<file path="config.mk">
export PLATFORM = sky130hd
export DESIGN_NAME = kif_keypad_input_filter
export DESIGN_NICKNAME = d
export VERILOG_FILES = /design/src/hw/kif_pkg.sv /design/src/hw/kif_keypad_input_filter.sv
export SDC_FILE = /design/constraint.sdc
export NUM_CORES = 1
export LEC_CHECK = 0
export BUFFER_PORTS_ARGS = -buffer_cell sky130_fd_sc_hd__buf_2
export CAP_MARGIN = 20
export CORE_MARGIN = 5
export CORE_UTILIZATION = 55
export DETAILED_ROUTE_END_ITERATION = 10
export PLACE_DENSITY = 0.77
export SLEW_MARGIN = 40
export SYNTH_ARGS = -nofsm -noshare
export SYNTH_HDL_FRONTEND = slang
export SYNTH_SLANG_ARGS = --single-unit
</file>
<file path="constraint.sdc">
create_clock -name clk -period 5.7 [get_ports clk]
set_input_delay 0.57 -clock clk [delete_from_list [all_inputs] [get_ports clk]]
set_output_delay 0.57 -clock clk [all_outputs]
set_load 0.005 [all_outputs]
</file>
<file path="src/hw/kif_pkg.sv">
// Package for the keypad input filter: register offsets, fields, reset values.
// Assumes a 16-bit register port with word offsets as printed.
package kif_pkg;
    localparam logic [15:0] ADDR_FILTER_DIV = 16'h5006;
    localparam logic [15:0] ADDR_CONTROL = 16'h5008;
    localparam logic [15:0] ADDR_KEY_DATA = 16'h5004;
    localparam logic [15:0] ADDR_RESTART = 16'h500E;
    localparam int FILTER_EN_BIT = 15;
    localparam int RESTART_BIT = 0;
    localparam int KEY_DATA_LSB = 8;
    localparam logic [15:0] FILTER_DIV_RESET = 16'h0000;
    localparam logic [15:0] CONTROL_RESET = 16'h0000;
    localparam int SYNC_STAGES = 3;
    localparam int FILTER_SAMPLES = 3;
endpackage

</file>
<file path="src/hw/kif_keypad_input_filter.sv">
// Keypad input filter: polarity select, optional three-sample filter, key capture.
// Assumes a single system clock and a shared prescaler value driven by the unit.
//
// Added by the designer: the address-and-strobe port.
`timescale 1ns/100ps
`default_nettype none
module kif_keypad_input_filter #(
    parameter int KEYS = 5,
    parameter int PRESCALE_W = 12
) (
    input wire logic clk,
    input wire logic rst_n,
    input wire logic [PRESCALE_W-1:0] prescale_value,
    input wire logic [KEYS-1:0] key_in,
    input wire logic [15:0] reg_addr,
    input wire logic [15:0] reg_wdata,
    input wire logic reg_write,
    input wire logic reg_read,
    output logic [15:0] reg_rdata,
    output logic [KEYS-1:0] key_filtered,
    output logic key_event,
    output logic scan_restart
);
    logic [15:0] filter_div_reg;
    logic [15:0] control_reg;
    logic [KEYS-1:0] sync1_reg, sync2_reg, sync3_reg, stable_reg;
    logic [PRESCALE_W-1:0] pre_cnt_reg;
    logic [15:0] div_cnt_reg;
    logic tick_reg;
    logic [KEYS-1:0] cand_reg;
    logic [1:0] same_cnt_reg;
    logic [KEYS-1:0] filt_reg;
    logic [KEYS-1:0] capture_reg;
    logic captured_reg;
    logic [KEYS-1:0] polar_in;
    logic [KEYS-1:0] key_value;
    logic filter_on;
    logic restart_hit;
    logic [KEYS-1:0] polarity;

    // Address decode shared by the write and restart paths; the read path decodes with a case
    function automatic logic addr_hit(input logic [15:0] addr, input logic [15:0] target);
        return addr == target;
    endfunction

    assign filter_on = control_reg[kif_pkg::FILTER_EN_BIT];
    assign polarity = control_reg[KEYS-1:0];
    // Only a 1 in the restart bit acts; writing 0 there is harmless
    assign restart_hit = reg_write && addr_hit(reg_addr, kif_pkg::ADDR_RESTART) && reg_wdata[kif_pkg::RESTART_BIT];

    // Register writes
    always_ff @(posedge clk) begin
        if (!rst_n) begin
            filter_div_reg <= kif_pkg::FILTER_DIV_RESET;
            control_reg <= kif_pkg::CONTROL_RESET;
        end else if (reg_write) begin
            if (addr_hit(reg_addr, kif_pkg::ADDR_FILTER_DIV)) begin
                filter_div_reg <= reg_wdata;
            end
            // Bits between the enable and the polarity field are not stored and read 0
            if (addr_hit(reg_addr, kif_pkg::ADDR_CONTROL)) begin
                control_reg <= (16'(reg_wdata[kif_pkg::FILTER_EN_BIT]) << kif_pkg::FILTER_EN_BIT) | 16'(reg_wdata[KEYS-1:0]);
            end
        end
    end

    // Pin synchroniser; a change counts once stages two and three agree
    always_ff @(posedge clk) begin
        if (!rst_n) begin
            sync1_reg <= '0;
            sync2_reg <= '0;
            sync3_reg <= '0;
            stable_reg <= '0;
        end else begin
            sync1_reg <= key_in;
            sync2_reg <= sync1_reg;
            sync3_reg <= sync2_reg;
            for (int i = 0; i < KEYS; i++) begin
                if (sync2_reg[i] == sync3_reg[i]) begin
                    stable_reg[i] <= sync3_reg[i];
                end
            end
        end
    end

    // Polarity select per key
    assign polar_in = stable_reg ^ polarity;

    // Two-stage divider; held idle while the filter is off to save toggling
    always_ff @(posedge clk) begin
        if (!rst_n || !filter_on) begin
            pre_cnt_reg <= '0;
            div_cnt_reg <= '0;
            tick_reg <= 1'b0;
        end else begin
            tick_reg <= 1'b0;
            if (pre_cnt_reg >= prescale_value) begin
                pre_cnt_reg <= '0;
                if (div_cnt_reg >= filter_div_reg) begin
                    div_cnt_reg <= '0;
                    tick_reg <= 1'b1;
                end else begin
                    div_cnt_reg <= div_cnt_reg + 16'h0001;
                end
            end else begin
                pre_cnt_reg <= pre_cnt_reg + PRESCALE_W'(1);
            end
        end
    end

    // Three consecutive equal samples move the filtered value
    always_ff @(posedge clk) begin
        if (!rst_n) begin
            cand_reg <= '0;
            same_cnt_reg <= 2'h0;
            filt_reg <= '0;
        end else if (!filter_on) begin
            filt_reg <= polar_in; // Keeps the filter primed for a later enable
            cand_reg <= polar_in;
            same_cnt_reg <= 2'h0;
        end else if (tick_reg) begin
            if (polar_in == filt_reg) begin
                same_cnt_reg <= 2'h0;
            end else if (polar_in != cand_reg || same_cnt_reg == 2'h0) begin
                cand_reg <= polar_in;
                same_cnt_reg <= 2'h1;
            end else if (same_cnt_reg == 2'(kif_pkg::FILTER_SAMPLES - 1)) begin
                filt_reg <= polar_in;
                same_cnt_reg <= 2'h0;
            end else begin
                same_cnt_reg <= same_cnt_reg + 2'h1;
            end
        end
    end

    // Bypass or filtered path
    assign key_value = filter_on ? filt_reg : polar_in;

    // Capture first key activity; restart releases the capture
    always_ff @(posedge clk) begin
        if (!rst_n) begin
            capture_reg <= '0;
            captured_reg <= 1'b0;
            key_filtered <= '0;
            key_event <= 1'b0;
            scan_restart <= 1'b0;
        end else begin
            key_filtered <= key_value;
            scan_restart <= restart_hit;
            key_event <= 1'b0;
            if (!captured_reg && key_value != '0) begin // Set wins over restart
                capture_reg <= key_value;
                captured_reg <= 1'b1;
                key_event <= 1'b1;
            end else if (restart_hit) begin
                capture_reg <= '0;
                captured_reg <= 1'b0;
            end
        end
    end

    // Read data one cycle after the strobe
    always_ff @(posedge clk) begin
        if (!rst_n) begin
            reg_rdata <= 16'h0000;
        end else if (reg_read) begin
            case (reg_addr)
                kif_pkg::ADDR_FILTER_DIV: reg_rdata <= filter_div_reg;
                kif_pkg::ADDR_CONTROL: reg_rdata <= control_reg;
                kif_pkg::ADDR_KEY_DATA: reg_rdata <= (16'(capture_reg) << kif_pkg::KEY_DATA_LSB) | 16'(capture_reg);
                default: reg_rdata <= 16'h0000;
            endcase
        end else begin
            reg_rdata <= 16'h0000;
        end
    end

    // Checker helper: the tick period as the rule gives it
    logic [28:0] tick_period;
    logic [28:0] period_reg;
    logic [28:0] gap_reg;
    logic gap_valid_reg;

    assign tick_period = 29'((29'(prescale_value) + 29'h0000001) * (29'(filter_div_reg) + 29'h0000001));

    // Last clock's period, so that a change of either divider can be seen
    always_ff @(posedge clk) begin
        if (!rst_n) begin
            period_reg <= 29'h0000000;
        end else begin
            period_reg <= tick_period;
        end
    end

    // Clocks since the last tick; a period change leaves the counters mid-way, so the gap is not trusted then
    always_ff @(posedge clk) begin
        if (!rst_n || !filter_on || period_reg != tick_period) begin
            gap_reg <= 29'h0000000;
            gap_valid_reg <= 1'b0;
        end else if (tick_reg) begin
            gap_reg <= 29'h0000001;
            gap_valid_reg <= 1'b1;
        end else begin
            gap_reg <= gap_reg + 29'h0000001;
        end
    end

    // Bypass follows the polarity stage one clock later
    a_bypass_path: assert property (@(posedge clk) disable iff (!rst_n)
        !filter_on |=> key_filtered == $past(polar_in)) else $error("bypass path wrong");
    // While the filter stays on, the filtered value only moves on a tick
    a_filter_hold: assert property (@(posedge clk) disable iff (!rst_n)
        filter_on && $past(filter_on) && !$past(tick_reg) |-> filt_reg == $past(filt_reg))
        else $error("filter moved without tick");
    // A move needs the earlier equal samples already counted
    a_filter_step: assert property (@(posedge clk) disable iff (!rst_n)
        filter_on && $past(filter_on) && filt_reg != $past(filt_reg)
        |-> $past(tick_reg) && $past(same_cnt_reg) == 2'(kif_pkg::FILTER_SAMPLES - 1))
        else $error("filter moved too early");
    a_no_tick_off: assert property (@(posedge clk) disable iff (!rst_n)
        !$past(filter_on) |-> !tick_reg) else $error("tick while disabled");
    // Ticks under a steady setting are exactly one period apart
    a_tick_spacing: assert property (@(posedge clk) disable iff (!rst_n)
        tick_reg && gap_valid_reg |-> gap_reg == tick_period) else $error("tick spacing wrong");
    a_restart_clear: assert property (@(posedge clk) disable iff (!rst_n)
        restart_hit && captured_reg |=> !captured_reg || key_event) else $error("restart ignored");
    a_restart_pulse: assert property (@(posedge clk) disable iff (!rst_n)
        restart_hit |=> scan_restart) else $error("restart pulse missing");
    a_event_capture: assert property (@(posedge clk) disable iff (!rst_n)
        key_event |-> captured_reg && capture_reg == $past(key_value)) else $error("capture wrong");
    // Checked at the output, so a wrong polarity stage is caught too
    a_polarity_map: assert property (@(posedge clk) disable iff (!rst_n)
        !filter_on |=> (key_filtered ^ $past(stable_reg)) == $past(polarity)) else $error("polarity wrong");
    // An in-range count stays in range while the divider is left alone
    a_div_bound: assert property (@(posedge clk) disable iff (!rst_n)
        filter_on && $past(filter_on) && $stable(filter_div_reg) && $past(div_cnt_reg) <= $past(filter_div_reg)
        |-> div_cnt_reg <= filter_div_reg) else $error("divider overran");
    // Read data stand only in the cycle after a read strobe
    a_read_idle: assert property (@(posedge clk) disable iff (!rst_n)
        !$past(reg_read) |-> reg_rdata == 16'h0000) else $error("read data outside its cycle");
endmodule
`default_nettype wire

</file>
# ---- Word-level counts from Yosys, hierarchy flattened
# Index checks and enable logic that the tools add are counted.
# Widths: inputs -> output; s select.
dict set report classes {
  addsub 3
  multipliers 0
  div 0
  magnitude_cmp 2
  n_eq_ne 17
  n_shift 0
  mux 21
  bitwise 4
  n_reduce_logical 19
}
# op count
set ops {}
lappend ops {{$eq 16x15->1 const B} 4}
lappend ops {{$mux 5} 12}
lappend ops {{$pmux 16 s3} 1}
lappend ops {{$add 16x1->16 const B} 1}
lappend ops {{$ge 16x16->1} 1}
lappend ops {{$mux 16} 1}
lappend ops {{$or 16x5->16} 1}
lappend ops {{$or 13x5->13} 1}
lappend ops {{$add 12x1->12 const B} 1}
lappend ops {{$ge 12x12->1} 1}
lappend ops {{$reduce_and 2->1} 4}
lappend ops {{$mux 2} 3}
lappend ops {{$ne 2x1->1 const B} 3}
lappend ops {{$eq 1x1->1} 5}
lappend ops {{$eq 5x5->1} 1}
lappend ops {{$ne 5x5->1} 1}
lappend ops {{$reduce_bool 5->1} 1}
lappend ops {{$xor 5x5->5} 1}
lappend ops {{$mux 1} 4}
lappend ops {{$ne 2x2->1 const B} 2}
lappend ops {{$reduce_and 4->1} 1}
lappend ops {{$reduce_or 2->1} 2}
lappend ops {{$logic_and 1x1->1} 3}
lappend ops {{$logic_not 1->1} 3}
lappend ops {{7 further kinds} 8}
dict set report word_totals {
  register_bits 122
  latchBits 0
  ramBits 0
  romBits 0
  in_bits 53
  output_inout_bits 23
  wordCells 88
  n_memories 0
}

# ---- Depth between registers and ports, before layout
# Gate-level depths: netlist of the first run.
dict set report logic_depth {
  word_depth 7
  ltp_mapped 10
}

# ---- Least setup slack after synthesis of the first run
# OpenSTA, ideal clock, no wires.
dict set report synth_path {
  path_kind {input to register}
  start {input port prescale_value[2]}
  end {register div_cnt_reg[1]}
  setup_ns 0.124
  arrival_ns 2.162
  setup_slack_ns 3.414
  cell_stages 10
  n_path_buf 2
  path_cell_list {inv_1 > ha_1 > a211o_1 > a31oi_1 > o31ai_2 > a21oi_1 > buf_2 > buf_2 > nand3b_1 > a21oi_1}
}
dict set report synth_via {
  elab_chain_cells 1
}
# element line_no
set synth_rtl {}
lappend synth_rtl {{start: declaration} kif_keypad_input_filter.sv:13} ;# input wire logic [PRESCALE_W-1:0] prescale_value,
lappend synth_rtl {{$ge 12x12->1} kif_keypad_input_filter.sv:97} ;# if (pre_cnt_reg >= prescale_value) begin
lappend synth_rtl {{end signal: assignment} kif_keypad_input_filter.sv:103} ;# div_cnt_reg <= div_cnt_reg + 16'h0001;
lappend synth_rtl {{end: declaration} kif_keypad_input_filter.sv:28} ;# logic [15:0] div_cnt_reg;
# No other way between the ends.
# A chain may end at the register's enable or synchronous reset.

# ---- Worst setup path after layout of the first run
dict set report layout_path {
  start {register pre_cnt_reg[2]}
  end {register pre_cnt_reg[5]}
}
dict set report layout_via {
  elab_chain_cells 2
}
# element line_no
set layout_rtl {}
lappend layout_rtl {{start: declaration} kif_keypad_input_filter.sv:27} ;# logic [PRESCALE_W-1:0] pre_cnt_reg;
lappend layout_rtl {{start signal: assignment} kif_keypad_input_filter.sv:106} ;# pre_cnt_reg <= pre_cnt_reg + PRESCALE_W'(1);
lappend layout_rtl {{$ge 12x12->1} kif_keypad_input_filter.sv:97}
lappend layout_rtl {{$reduce_or 2->1 (no source line)} -}
# Parallel ways exist; a longest one is shown, timed or not.

==> results.sh, run 1 <==
export IMPL_required_ns=6.00
export IMPL_antenna_found_initial=0
export IMPL_port_buffer_count=75
export IMPL_path_delay_family="compound AO/OA/AOI/OAI gates"
export IMPL_peakVddDrop_mv=0.138
export IMPL_wl_per_cell_um=15.0
export IMPL_arrival_ns=2.72
export IMPL_maxSlewHeadroom=0.436
export IMPL_startpoint_type="flop"
export IMPL_final_antenna_net_count=0
export IMPL_final_net_count=714
export IMPL_dp_hpwl_um=8360
export IMPL_maxSlewViolCount=0
export IMPL_hold_buffers=0
export IMPL_rsz0062_at_grt="no"
export IMPL_synth_top_flop_cell="dfxtp_1"
export IMPL_drt_initial_drc_count=194
export IMPL_cts_tree="built"
export IMPL_cp_max_fo=23
export IMPL_route_vias_total=4200
export IMPL_gp_congestion=0.820
export IMPL_n_antenna_cell=0
export IMPL_vias_per_cell=5.62
export IMPL_end_kind="flop"
export IMPL_layout_min_cycle_time_ns=2.42
export IMPL_clockBufferDepth=2
export IMPL_clkLatencyLatePin_ns=0.38
export IMPL_yosys_warnings=0
export IMPL_num_rows=35
export IMPL_finClkSkew_ns=0.0132
export IMPL_ys_ff_latch=112
export IMPL_ys_async_sr_fraction=0
export IMPL_grt_pass1_vias=4070
export IMPL_hp_class="in -> reg"
export IMPL_clock_sinks=112
export IMPL_timing_hold_violations_final=0
export IMPL_p_leak_nw=2.36
export IMPL_avgSynthCellArea_um2=9.08
export IMPL_crit_slowest_cell="dfxtp_1"
export IMPL_route_detailed_drc=0
export IMPL_die_height_um=106
export IMPL_grt_pass1_wl_um=18700
export IMPL_initial_core_util=0.559
export IMPL_crit_type="reg -> reg"
export IMPL_cp_cell_sequence="ha_1 -> a211o_1 -> a31oi_1 -> o31ai_2 -> a21oi_1 -> buf_4 -> nand3_1 -> nor2_1"
export IMPL_postRouteWirelength_um=11200
export IMPL_worst_path_buf_inv=1
export IMPL_tightest_slew_ns=0.839
export IMPL_synthToLayoutAreaGrowth_pct=13.4
export IMPL_cts_max_level=3
export IMPL_netlist_area_mm2=0.00512
export IMPL_core_area_mm2=0.00915
export IMPL_postCtsSetupRepairBufs=0
export IMPL_setup_tns_ns=0
export IMPL_grt_overflow_total=0
export IMPL_yosysSeqAreaShare=0.438
export IMPL_p_per_area_mw_per_mm2=234
export IMPL_drv_cap=0
export IMPL_outcome="completed"
export IMPL_design_area_mm2=0.00581
export IMPL_cts_root_buf="clkbuf_8"
export IMPL_cts_made_buffers=9
export IMPL_clk_pin_slew_worst_paths_ns=0.12
export IMPL_syn_nets=647
export IMPL_grt_max_degree=40
export IMPL_dieArea_mm2=0.0113
export IMPL_max_stage_delay_ns=0.46
export IMPL_ios=76
export IMPL_fillCellCount=764
export IMPL_cts_resized=0
export IMPL_ys_types=56
export IMPL_setup_viol=0
export IMPL_syn_inst=564
export IMPL_drive_gt1_frac=0.179
export IMPL_dpl_instance_area_mm2=0.00555
export IMPL_die_x_um=106
export IMPL_max_freq_ghz=0.413
export IMPL_synth_enable_flop_cells=0
export IMPL_grt_usage=0.200
export IMPL_post_route_period_util=0.424
export IMPL_dr_pass1_iters=7
-- cell type report --
class | instances | area [um2] | share of cell area
multi-input cells | 393 | 2660 | 0.457
flip-flops and latches | 112 | 2240 | 0.386
repair buffers | 77 | 394 | 0.0679
inverters | 38 | 143 | 0.0246
well taps | 111 | 139 | 0.0239
clock buffers | 9 | 124 | 0.0213
clock inverters | 7 | 110 | 0.0190
-- synth_stat cells (all sizes together) (3+ instances only) --
cell type,n,share of area
nor4,3,0.0066
xor2,16,0.032
xnor2,6,0.010
nor3,6,0.0090
nand2b,3,0.0037
or4,4,0.0059
and2,25,0.031
and3,4,0.0049
nor2,37,0.027
nand4,12,0.015
buf,9,0.0088
nand2,70,0.052
a31oi,4,0.0049
mux2,3,0.0066
ha,30,0.073
a21oi,53,0.052
mux2i,13,0.025
nand3,30,0.029
a22o,3,0.0051
clkbuf,12,0.0088
or3,9,0.011
nand3b,3,0.0044
dfxtp,112,0.44
a222oi,5,0.0098
o21ai,14,0.014
a211o,3,0.0054
a22oi,6,0.0088
o31ai,5,0.0083
inv,38,0.028
-- cell usage in the layout, fill, tap and decap left out, types with 3 or more instances in the layout --
| cell | instances |
|---|---|
| inv_1 | 37 |
| o21ai_0 | 14 |
| xnor2_1 | 6 |
| a31oi_1 | 3 |
| o31ai_1 | 4 |
| a21oi_1 | 53 |
| a22oi_1 | 6 |
| a222oi_1 | 5 |
| clkinv_8 | 3 |
| clkbuf_8 | 9 |
| or3_1 | 9 |
| nand2b_1 | 3 |
| nor2_1 | 37 |
| ha_1 | 30 |
| a22o_1 | 3 |
| nor3_1 | 4 |
| xor2_1 | 13 |
| buf_2 | 75 |
| nand2_1 | 69 |
| xor2_2 | 3 |
| dfxtp_1 | 112 |
| nand4_1 | 12 |
| nand3_1 | 30 |
| or4_1 | 4 |
| nand3b_1 | 3 |
| and3_1 | 4 |
| mux2_2 | 3 |
| and2_1 | 25 |
| mux2i_1 | 13 |
-- worst paths after layout --
kind | from | end | slack [ns] | cells after the start
max | pre_cnt_reg[2]$_SDFF_PP0_ | pre_cnt_reg[5]$_SDFF_PP0_ | 3.28 | 8
min | key_in[4] | sync1_reg[4]$_SDFF_PN0_ | 0.39 | 2
max reg2reg | pre_cnt_reg[2]$_SDFF_PP0_ | pre_cnt_reg[5]$_SDFF_PP0_ | 3.28 | 8
min reg2reg | sync1_reg[0]$_SDFF_PN0_ | sync2_reg[0]$_SDFF_PN0_ | 0.45 | 1
-- stage by stage --
step / util / power, W / setup WS, ns / hold WS [ns] / std cells
4_1_cts: 0.632 / 0.00137 / 3.07 / 0.373 / 746
6_report: 0.634 / 0.00136 / 3.28 / 0.386 / 747
2_1_floorplan: - / 0.000829 / 3.41 / 0.412 / 564
3_5_place_dp: 0.607 / 0.000854 / 2.70 / 0.419 / 730
3_3_place_gp: 0.607 / 0.000852 / 2.78 / 0.415 / 730
5_1_grt: 0.634 / 0.00141 / 3.08 / 0.376 / 747
-- logic make-up (layout without fill, tap and decap cells) --
logic type                 after synthesis  count (layout)  synth area share
xor gates and xnor gates                26              26            0.0601
muxes                                   16              16            0.0320
DFF                                    112             112             0.438
AOI/OAI and AO/OA                      106             106             0.135
adders and majority gates               30              30            0.0733
and+or+nand+nor                        215             215             0.217
buffers and inverters                   59             131            0.0455
-- metal layers --
metal | GRT usage | vias to the layer above | share of wire | wire, um
met3 | 0.0316 | 18 | 0.049 | 555
met5 | 0 | - | 0 | 0
met1 | 0.250 | 1981 | 0.43 | 4870
met2 | 0.349 | 104 | 0.50 | 5610
met4 | 0.0721 | 0 | 0.017 | 192
li1 | - | 2097 | - | -
-- worst register-to-register path, delay by kind of cell (launching register included) --
kind                       cells  cell delay (ns)
adders and majority gates      1             0.29
DFF                            1             0.46
AOI/OAI and AO/OA              4             0.74
buffers and inverters          1             0.26
and+or+nand+nor                2             0.61
-- power by group --
group | switching [W] | internal [W] | leakage [nW]
sequential | 0.00000191 | 0.000787 | 0.904
clock | 0.000300 | 0.000221 | 0.116
combinational | 0.0000258 | 0.0000209 | 1.34
(Power assumes the default switching activity.)
==> inputs of run 2 (changes only) <==
--- a/config.mk
+++ b/config.mk
@@ -5,6 +5,7 @@
 export SDC_FILE = /design/constraint.sdc
 export NUM_CORES = 1
 export LEC_CHECK = 0
+export ABC_AREA = 1
 export BUFFER_PORTS_ARGS = -buffer_cell sky130_fd_sc_hd__buf_2
 export CAP_MARGIN = 20
 export CORE_MARGIN = 5
==> constraint.sdc (replaced) <==
create_clock -name clk -period 2.47 [get_ports clk]
set_input_delay 0.247 -clock clk [delete_from_list [all_inputs] [get_ports clk]]
set_output_delay 0.247 -clock clk [all_outputs]
set_load 0.005 [all_outputs]
==> run 2 against run 1 <==
Maximum frequency increased by 21%. Power rose by 120%. Worst setup slack worse by 2.8 ns. Sequential cell count did not move. Critical endpoint is now div_cnt_reg[7]$_SDFFE_PN0P_. Clock skew increased by 0.0018 ns. Largest cell class unchanged. Die area grew 6.7%. Routed wire length rose by 13%. Global-route usage up 1.8 points.
==> results.sh, run 2 <==
export IMPL_outcome="completed"
export IMPL_dieArea_mm2=0.0121
export IMPL_n_antenna_cell=0
export IMPL_clkLatencyLatePin_ns=0.39
export IMPL_r2r_slack_ns=0.47
export IMPL_synthTopCellsByCount="167 x nand2_1, 126 x nor2_1, 125 x inv_1, 112 x dfxtp_1, 50 x nand3_1"
export IMPL_gp_congestion=0.876
export IMPL_clockBufferDepth=2
export IMPL_netlist_area_mm2=0.00550
export IMPL_maxSlewHeadroom=0.704
export IMPL_synth_enable_flop_cells=0
export IMPL_post_route_period_util=0.811
export IMPL_synth_top_area_share=0.408
export IMPL_final_net_count=940
export IMPL_cts_max_level=3
export IMPL_peakVddDrop_mv=0.301
export IMPL_drv_cap=0
export IMPL_cts_made_buffers=9
export IMPL_clk_pin_slew_worst_paths_ns=0.10
export IMPL_utilization=0.630
export IMPL_ys_async_sr_fraction=0
export IMPL_num_rows=36
export IMPL_final_cell_mix="167 x nand2_1, 126 x nor2_1, 125 x inv_1"
export IMPL_drive_gt1_frac=0.142
export IMPL_cp_max_fo=21
export IMPL_layout_min_cycle_time_ns=2.00
export IMPL_synthToLayoutAreaGrowth_pct=12.0
export IMPL_grt_usage=0.218
export IMPL_mostFrequentLayoutCell="nand2_1"
export IMPL_cts_resized=0
export IMPL_end_kind="flop"
export IMPL_core_area_mm2=0.00977
export IMPL_maxSlewViolCount=0
export IMPL_dp_hpwl_um=9800
export IMPL_rsz0062_at_grt="no"
export IMPL_grt_overflow_total=0
export IMPL_grt_max_degree=40
export IMPL_final_antenna_net_count=0
export IMPL_dr_pass1_iters=5
export IMPL_synth_top_flop_cell="dfxtp_1"
export IMPL_syn_inst=786
export IMPL_drt_initial_drc_count=276
export IMPL_yosys_warnings=0
export IMPL_grt_pass1_vias=4727
export IMPL_p_per_area_mw_per_mm2=483
export IMPL_max_freq_ghz=0.499
export IMPL_route_top_layer_used="met4"
export IMPL_wl_per_cell_um=12.8
export IMPL_antenna_found_initial=0
export IMPL_hold_buffers=0
export IMPL_syn_nets=869
export IMPL_ys_types=36
export IMPL_synth_area_leader_cell="dfxtp_1"
export IMPL_postCtsSetupRepairBufs=0
export IMPL_timing_hold_violations_final=0
export IMPL_met1_length_um=5850
export IMPL_required_ns=2.79
export IMPL_ios=76
export IMPL_hp_class="in -> reg"
export IMPL_die_x_um=110
export IMPL_arrival_ns=2.32
export IMPL_postRouteWirelength_um=12700
export IMPL_port_buffer_count=75
export IMPL_route_detailed_drc=0
export IMPL_setup_tns_ns=0
export IMPL_route_vias_total=5035
export IMPL_avgSynthCellArea_um2=7.00
export IMPL_grt_pass1_wl_um=20800
export IMPL_yosysSeqAreaShare=0.408
export IMPL_yosysMostFrequentCell="nand2_1"
export IMPL_ys_ff_latch=112
export IMPL_cts_root_buf="clkbuf_8"
export IMPL_clock_sinks=112
export IMPL_setup_viol=0
export IMPL_tightest_slew_ns=0.444
export IMPL_startpoint_type="flop"
export IMPL_die_height_um=110
export IMPL_finClkSkew_ns=0.0150
export IMPL_vias_per_cell=5.06
export IMPL_p_leak_nw=2.94
export IMPL_synth_area_leaders="dfxtp_1 41%, nand2_1 11%, nor2_1 8.6%"
export IMPL_dr_wl_met2_um=5810
export IMPL_initial_core_util=0.563
export IMPL_crit_type="reg -> reg"
export IMPL_cts_tree="built"
export IMPL_wl_met3_um=829
## run 2: cell count changes in the layout (fill, tap and decap cells not counted), sizes merged, moves of 16 or more
cell | before | now
nor2 | 37 | 131
a21oi | 53 | 37
nand2 | 70 | 177
and2 | 25 | 0
nand3 | 30 | 51
o21ai | 14 | 32
inv | 40 | 128
## run 2: path summary, 6_finish.rpt
check / from / to / cells past startpoint
hold reg to reg: sync1_reg[0]$_SDFF_PN0_ / sync2_reg[0]$_SDFF_PN0_ / 2
setup reg to reg: pre_cnt_reg[0]$_SDFF_PP0_ / div_cnt_reg[7]$_SDFFE_PN0P_ / 13
hold / removal: key_in[1] / sync1_reg[1]$_SDFF_PN0_ / 3
setup / recovery: pre_cnt_reg[0]$_SDFF_PP0_ / div_cnt_reg[7]$_SDFFE_PN0P_ / 13
## run 2: routing by layer
metal | track usage | vias up
li1 | - | 2624
met1 | 0.277 | 2232
met2 | 0.368 | 161
met3 | 0.0379 | 18
met4 | 0.0882 | 0
met5 | 0 | -
## run 2: through the flow
stage                     total power [W]  area [um2]  hold slack (ns)  worst slack (ns)  cells
after floorplan                   0.00192        5500            0.345             0.848    786
after global placement            0.00198        5980            0.392             0.539    979
after detailed placement          0.00198        5980            0.403             0.444    979
after CTS                         0.00299        6160           0.0207             0.454    995
after global routing              0.00308        6160           0.0435             0.192    995
final                             0.00297        6160           0.0363             0.466    995
## run 2: kinds of logic after synthesis
| family | count (synthesis) | share of synthesized area |
|---|---|---|
| AOI/OAI and AO/OA | 92 | 0.0937 |
| and+or+nand+nor | 399 | 0.316 |
| adders and majority gates | 30 | 0.0683 |
| xor gates and xnor gates | 6 | 0.00956 |
| DFF | 112 | 0.408 |
| buffers and inverters | 147 | 0.105 |
## run 2: layout make-up
class                   count  area, um2
clock buffers              11        141
repair buffers             80        413
multi-input cells         527       2680
flip-flops and latches    112       2240
well taps                 133        166
fillers                   910       3610
inverters                 127        477
clock inverters             5       41.3
## run 2: worst max-delay path, cell delays in order (launching register included)
cell,delay [ns]
dfxtp_1,0.39
inv_1,0.07
ha_1,0.27
inv_1,0.03
a21boi_0,0.15
o21bai_1,0.08
nand2_1,0.05
nand2_1,0.05
nand2_2,0.15
buf_4,0.27
nand2_1,0.10
o21ai_0,0.17
nand2_1,0.07
nor2_1,0.08
## run 2: report_power, final
group	switching [W]	internal [W]	total (W)
combinational	0.0000662	0.0000504	0.000117
clock	0.000631	0.000404	0.00104
sequential	0.00000532	0.00182	0.00182
total	0.000702	0.00227	0.00297
==> inputs of run 3 (changes only) <==
--- a/config.mk
+++ b/config.mk
@@ -9,9 +9,9 @@
 export BUFFER_PORTS_ARGS = -buffer_cell sky130_fd_sc_hd__buf_2
 export CAP_MARGIN = 20
 export CORE_MARGIN = 5
-export CORE_UTILIZATION = 55
+export CORE_UTILIZATION = 52
 export DETAILED_ROUTE_END_ITERATION = 10
-export PLACE_DENSITY = 0.77
+export PLACE_DENSITY = 0.76
 export SLEW_MARGIN = 40
 export SYNTH_ARGS = -nofsm -noshare
 export SYNTH_HDL_FRONTEND = slang
==> constraint.sdc (replaced) <==
create_clock -name clk -period 1.65 [get_ports clk]
set_input_delay 0.165 -clock clk [delete_from_list [all_inputs] [get_ports clk]]
set_output_delay 0.165 -clock clk [all_outputs]
set_load 0.005 [all_outputs]
==> run 3 against run 2 <==
The run now ends with negative setup slack left. Cell count grew 6.9%. Global-route usage grew 0.17 points. Clock power grew 64%. Die area grew 5.2%. Via count grew 11%. Clock skew shrank 0.00072 ns. Final area grew 19%. Critical path type unchanged.
==> results.sh, run 3 (synthesis gave the netlist of run 2 again) <==
export IMPL_num_rows=37
export IMPL_fin_ws_ns=-0.205
export IMPL_grt_usage=0.220
export IMPL_maxSlewViolCount=0
export IMPL_startpoint_type="flop"
export IMPL_final_antenna_net_count=0
export IMPL_cp_depth=10
export IMPL_timing_rr_end="pre_cnt_reg[3]$_SDFF_PP0_"
export IMPL_clk_pin_slew_worst_paths_ns=0.12
export IMPL_route_vias_total=5564
export IMPL_drt_initial_drc_count=416
export IMPL_end_kind="flop"
export IMPL_violations="negative setup slack"
export IMPL_crit_type="reg -> reg"
export IMPL_timing_hold_violations_final=0
export IMPL_crit_slowest_cell="dfxtp_2"
export IMPL_initial_core_util=0.533
export IMPL_drv_cap=0
export IMPL_p_seq_frac=0.583
export IMPL_die_x_um=113
export IMPL_die_height_um=113
export IMPL_worst_path_buf_inv=2
export IMPL_final_net_count=1006
export IMPL_wl_per_cell_um=14.6
export IMPL_rr_worst_depth=10
export IMPL_dpl_worst_slack_ns=-0.122
export IMPL_p_int_w=0.00342
export IMPL_grt_pass1_wl_um=23100
export IMPL_clockBufferDepth=2
export IMPL_path_common_cell="nand2_4"
export IMPL_route_detailed_drc=0
export IMPL_max_freq_ghz=0.539
export IMPL_p_comb_frac=0.050
export IMPL_n_antenna_cell=0
export IMPL_p_clk_frac=0.367
export IMPL_max_stage_delay_ns=0.34
export IMPL_antenna_found_initial=0
export IMPL_finClkSkew_ns=0.0143
export IMPL_cp_cell_sequence="ha_1 -> a21boi_1 -> o21bai_1 -> nand2_1 -> nand2_4 -> nand2_8 -> inv_4 -> nand2_4 -> buf_12 -> nor3b_2"
export IMPL_utilization=0.713
export IMPL_final_cell_mix="138 x nand2_1, 109 x nor2_1, 105 x inv_1"
export IMPL_cts_tree="built"
export IMPL_grt_overflow_total=0
export IMPL_core_area_mm2=0.0103
export IMPL_cts_made_buffers=9
export IMPL_dpl_instance_area_mm2=0.00636
export IMPL_vias_per_cell=5.23
export IMPL_hp_class="in -> reg"
export IMPL_post_route_period_util=1.12
export IMPL_r2r_slack_ns=-0.20
export IMPL_switching_power_w=0.00123
export IMPL_mostFrequentLayoutCell="nand2_1"
export IMPL_cts_max_level=3
export IMPL_arrival_ns=2.17
export IMPL_postRouteWirelength_um=15500
export IMPL_setup_viol=29
export IMPL_setup_tns_ns=-4.00
export IMPL_dp_hpwl_um=10100
export IMPL_maxSlewHeadroom=0.746
export IMPL_drive_gt1_frac=0.331
export IMPL_swShare=0.265
export IMPL_path_delay_family="simple AND/OR/NAND/NOR gates"
export IMPL_port_buffer_count=75
export IMPL_grt_max_degree=33
export IMPL_crit_path_start="pre_cnt_reg[1]$_SDFF_PP0_"
export IMPL_ios=76
export IMPL_cts_root_buf="clkbuf_8"
export IMPL_synthToLayoutAreaGrowth_pct=33.8
export IMPL_clock_sinks=112
export IMPL_tightest_slew_ns=0.381
export IMPL_required_ns=1.97
export IMPL_rsz0062_at_grt="yes"
export IMPL_rr_startpoint="pre_cnt_reg[1]$_SDFF_PP0_"
export IMPL_layout_min_cycle_time_ns=1.85
export IMPL_grt_pass1_vias=5045
export IMPL_dr_pass1_iters=5
export IMPL_peakVddDrop_mv=0.401
export IMPL_clkLatencyLatePin_ns=0.39
export IMPL_gp_congestion=0.893
export IMPL_design_area_mm2=0.00736
export IMPL_p_per_area_mw_per_mm2=633
export IMPL_outcome="finished with violations"
export IMPL_cp_max_fo=7
export IMPL_fillCellCount=769
export IMPL_p_leak_nw=3.46
export IMPL_endpoint="pre_cnt_reg[3]$_SDFF_PP0_"
export IMPL_dieArea_mm2=0.0127
-- run 3: cell type report --
class	count	area (um2)	area share
well taps	136	170	0.0231
repair buffers	146	1010	0.138
inverters	127	487	0.0661
flip-flops and latches	112	2290	0.311
clock buffers	9	124	0.0168
multi-input cells	527	3190	0.433
clock inverters	7	85.1	0.0116
-- run 3: power groups by stage --
stage	registers (W)	clock network (W)	logic, W
floorplan	0.00279	0	0.0000853
global placement	0.00279	0	0.000178
detailed placement	0.00279	0	0.000182
CTS	0.00273	0.00172	0.000206
global route	0.00272	0.00184	0.000255
finish	0.00272	0.00171	0.000231
-- run 3: per-stage QoR --
stage | hold WS [ns] | instances | total power [W]
5_1_grt | 0.0454 | 1064 | 0.00481
3_5_place_dp | 0.351 | 1028 | 0.00297
6_report | 0.0462 | 1064 | 0.00466
3_3_place_gp | 0.348 | 1028 | 0.00296
2_1_floorplan | 0.263 | 786 | 0.00287
4_1_cts | 0.0375 | 1052 | 0.00465
-- run 3: repair_timing --
| action | 4_1_cts | 5_1_grt |
|---|---|---|
| gates cloned | 2 | 0 |
| hold buffers | 5 | 0 |
| setup endpoints to repair | 44 | 45 |
| gates resized for setup | 53 | 120 |
| pin swaps | 24 | 37 |
| setup buffers | 1 | 12 |
| hold endpoints to repair | 5 | 0 |
-- run 3: routing by layer --
layer  share of wire  GRT usage  wire length [um]
met1            0.40      0.275              6250
met2            0.51      0.387              7930
met3           0.057     0.0326               883
met4           0.030     0.0737               471
met5               0          0                 0
-- run 3: how the worst min path moves through the flow --
stage / start / end / slack [ns] / cells past startpoint
2_1_floorplan: key_in[0] / sync1_reg[0]$_SDFF_PN0_ / 0.26 / 2
4_1_cts: reg_wdata[3] / control_reg[3]$_SDFFE_PN0P_ / 0.04 / 3
3_3_place_gp: key_in[1] / sync1_reg[1]$_SDFF_PN0_ / 0.35 / 3
6_report: reg_wdata[13] / filter_div_reg[13]$_SDFFE_PN0P_ / 0.05 / 3
5_1_grt: reg_wdata[3] / control_reg[3]$_SDFFE_PN0P_ / 0.05 / 3
3_5_place_dp: key_in[1] / sync1_reg[1]$_SDFF_PN0_ / 0.35 / 3
-- run 3: worst register-to-register path, cell delays in order (launching register included) --
cell,delay [ns]
dfxtp_2,0.34
ha_1,0.27
a21boi_1,0.15
o21bai_1,0.16
nand2_1,0.14
nand2_4,0.12
nand2_8,0.09
inv_4,0.11
nand2_4,0.08
buf_12,0.16
nor3b_2,0.16
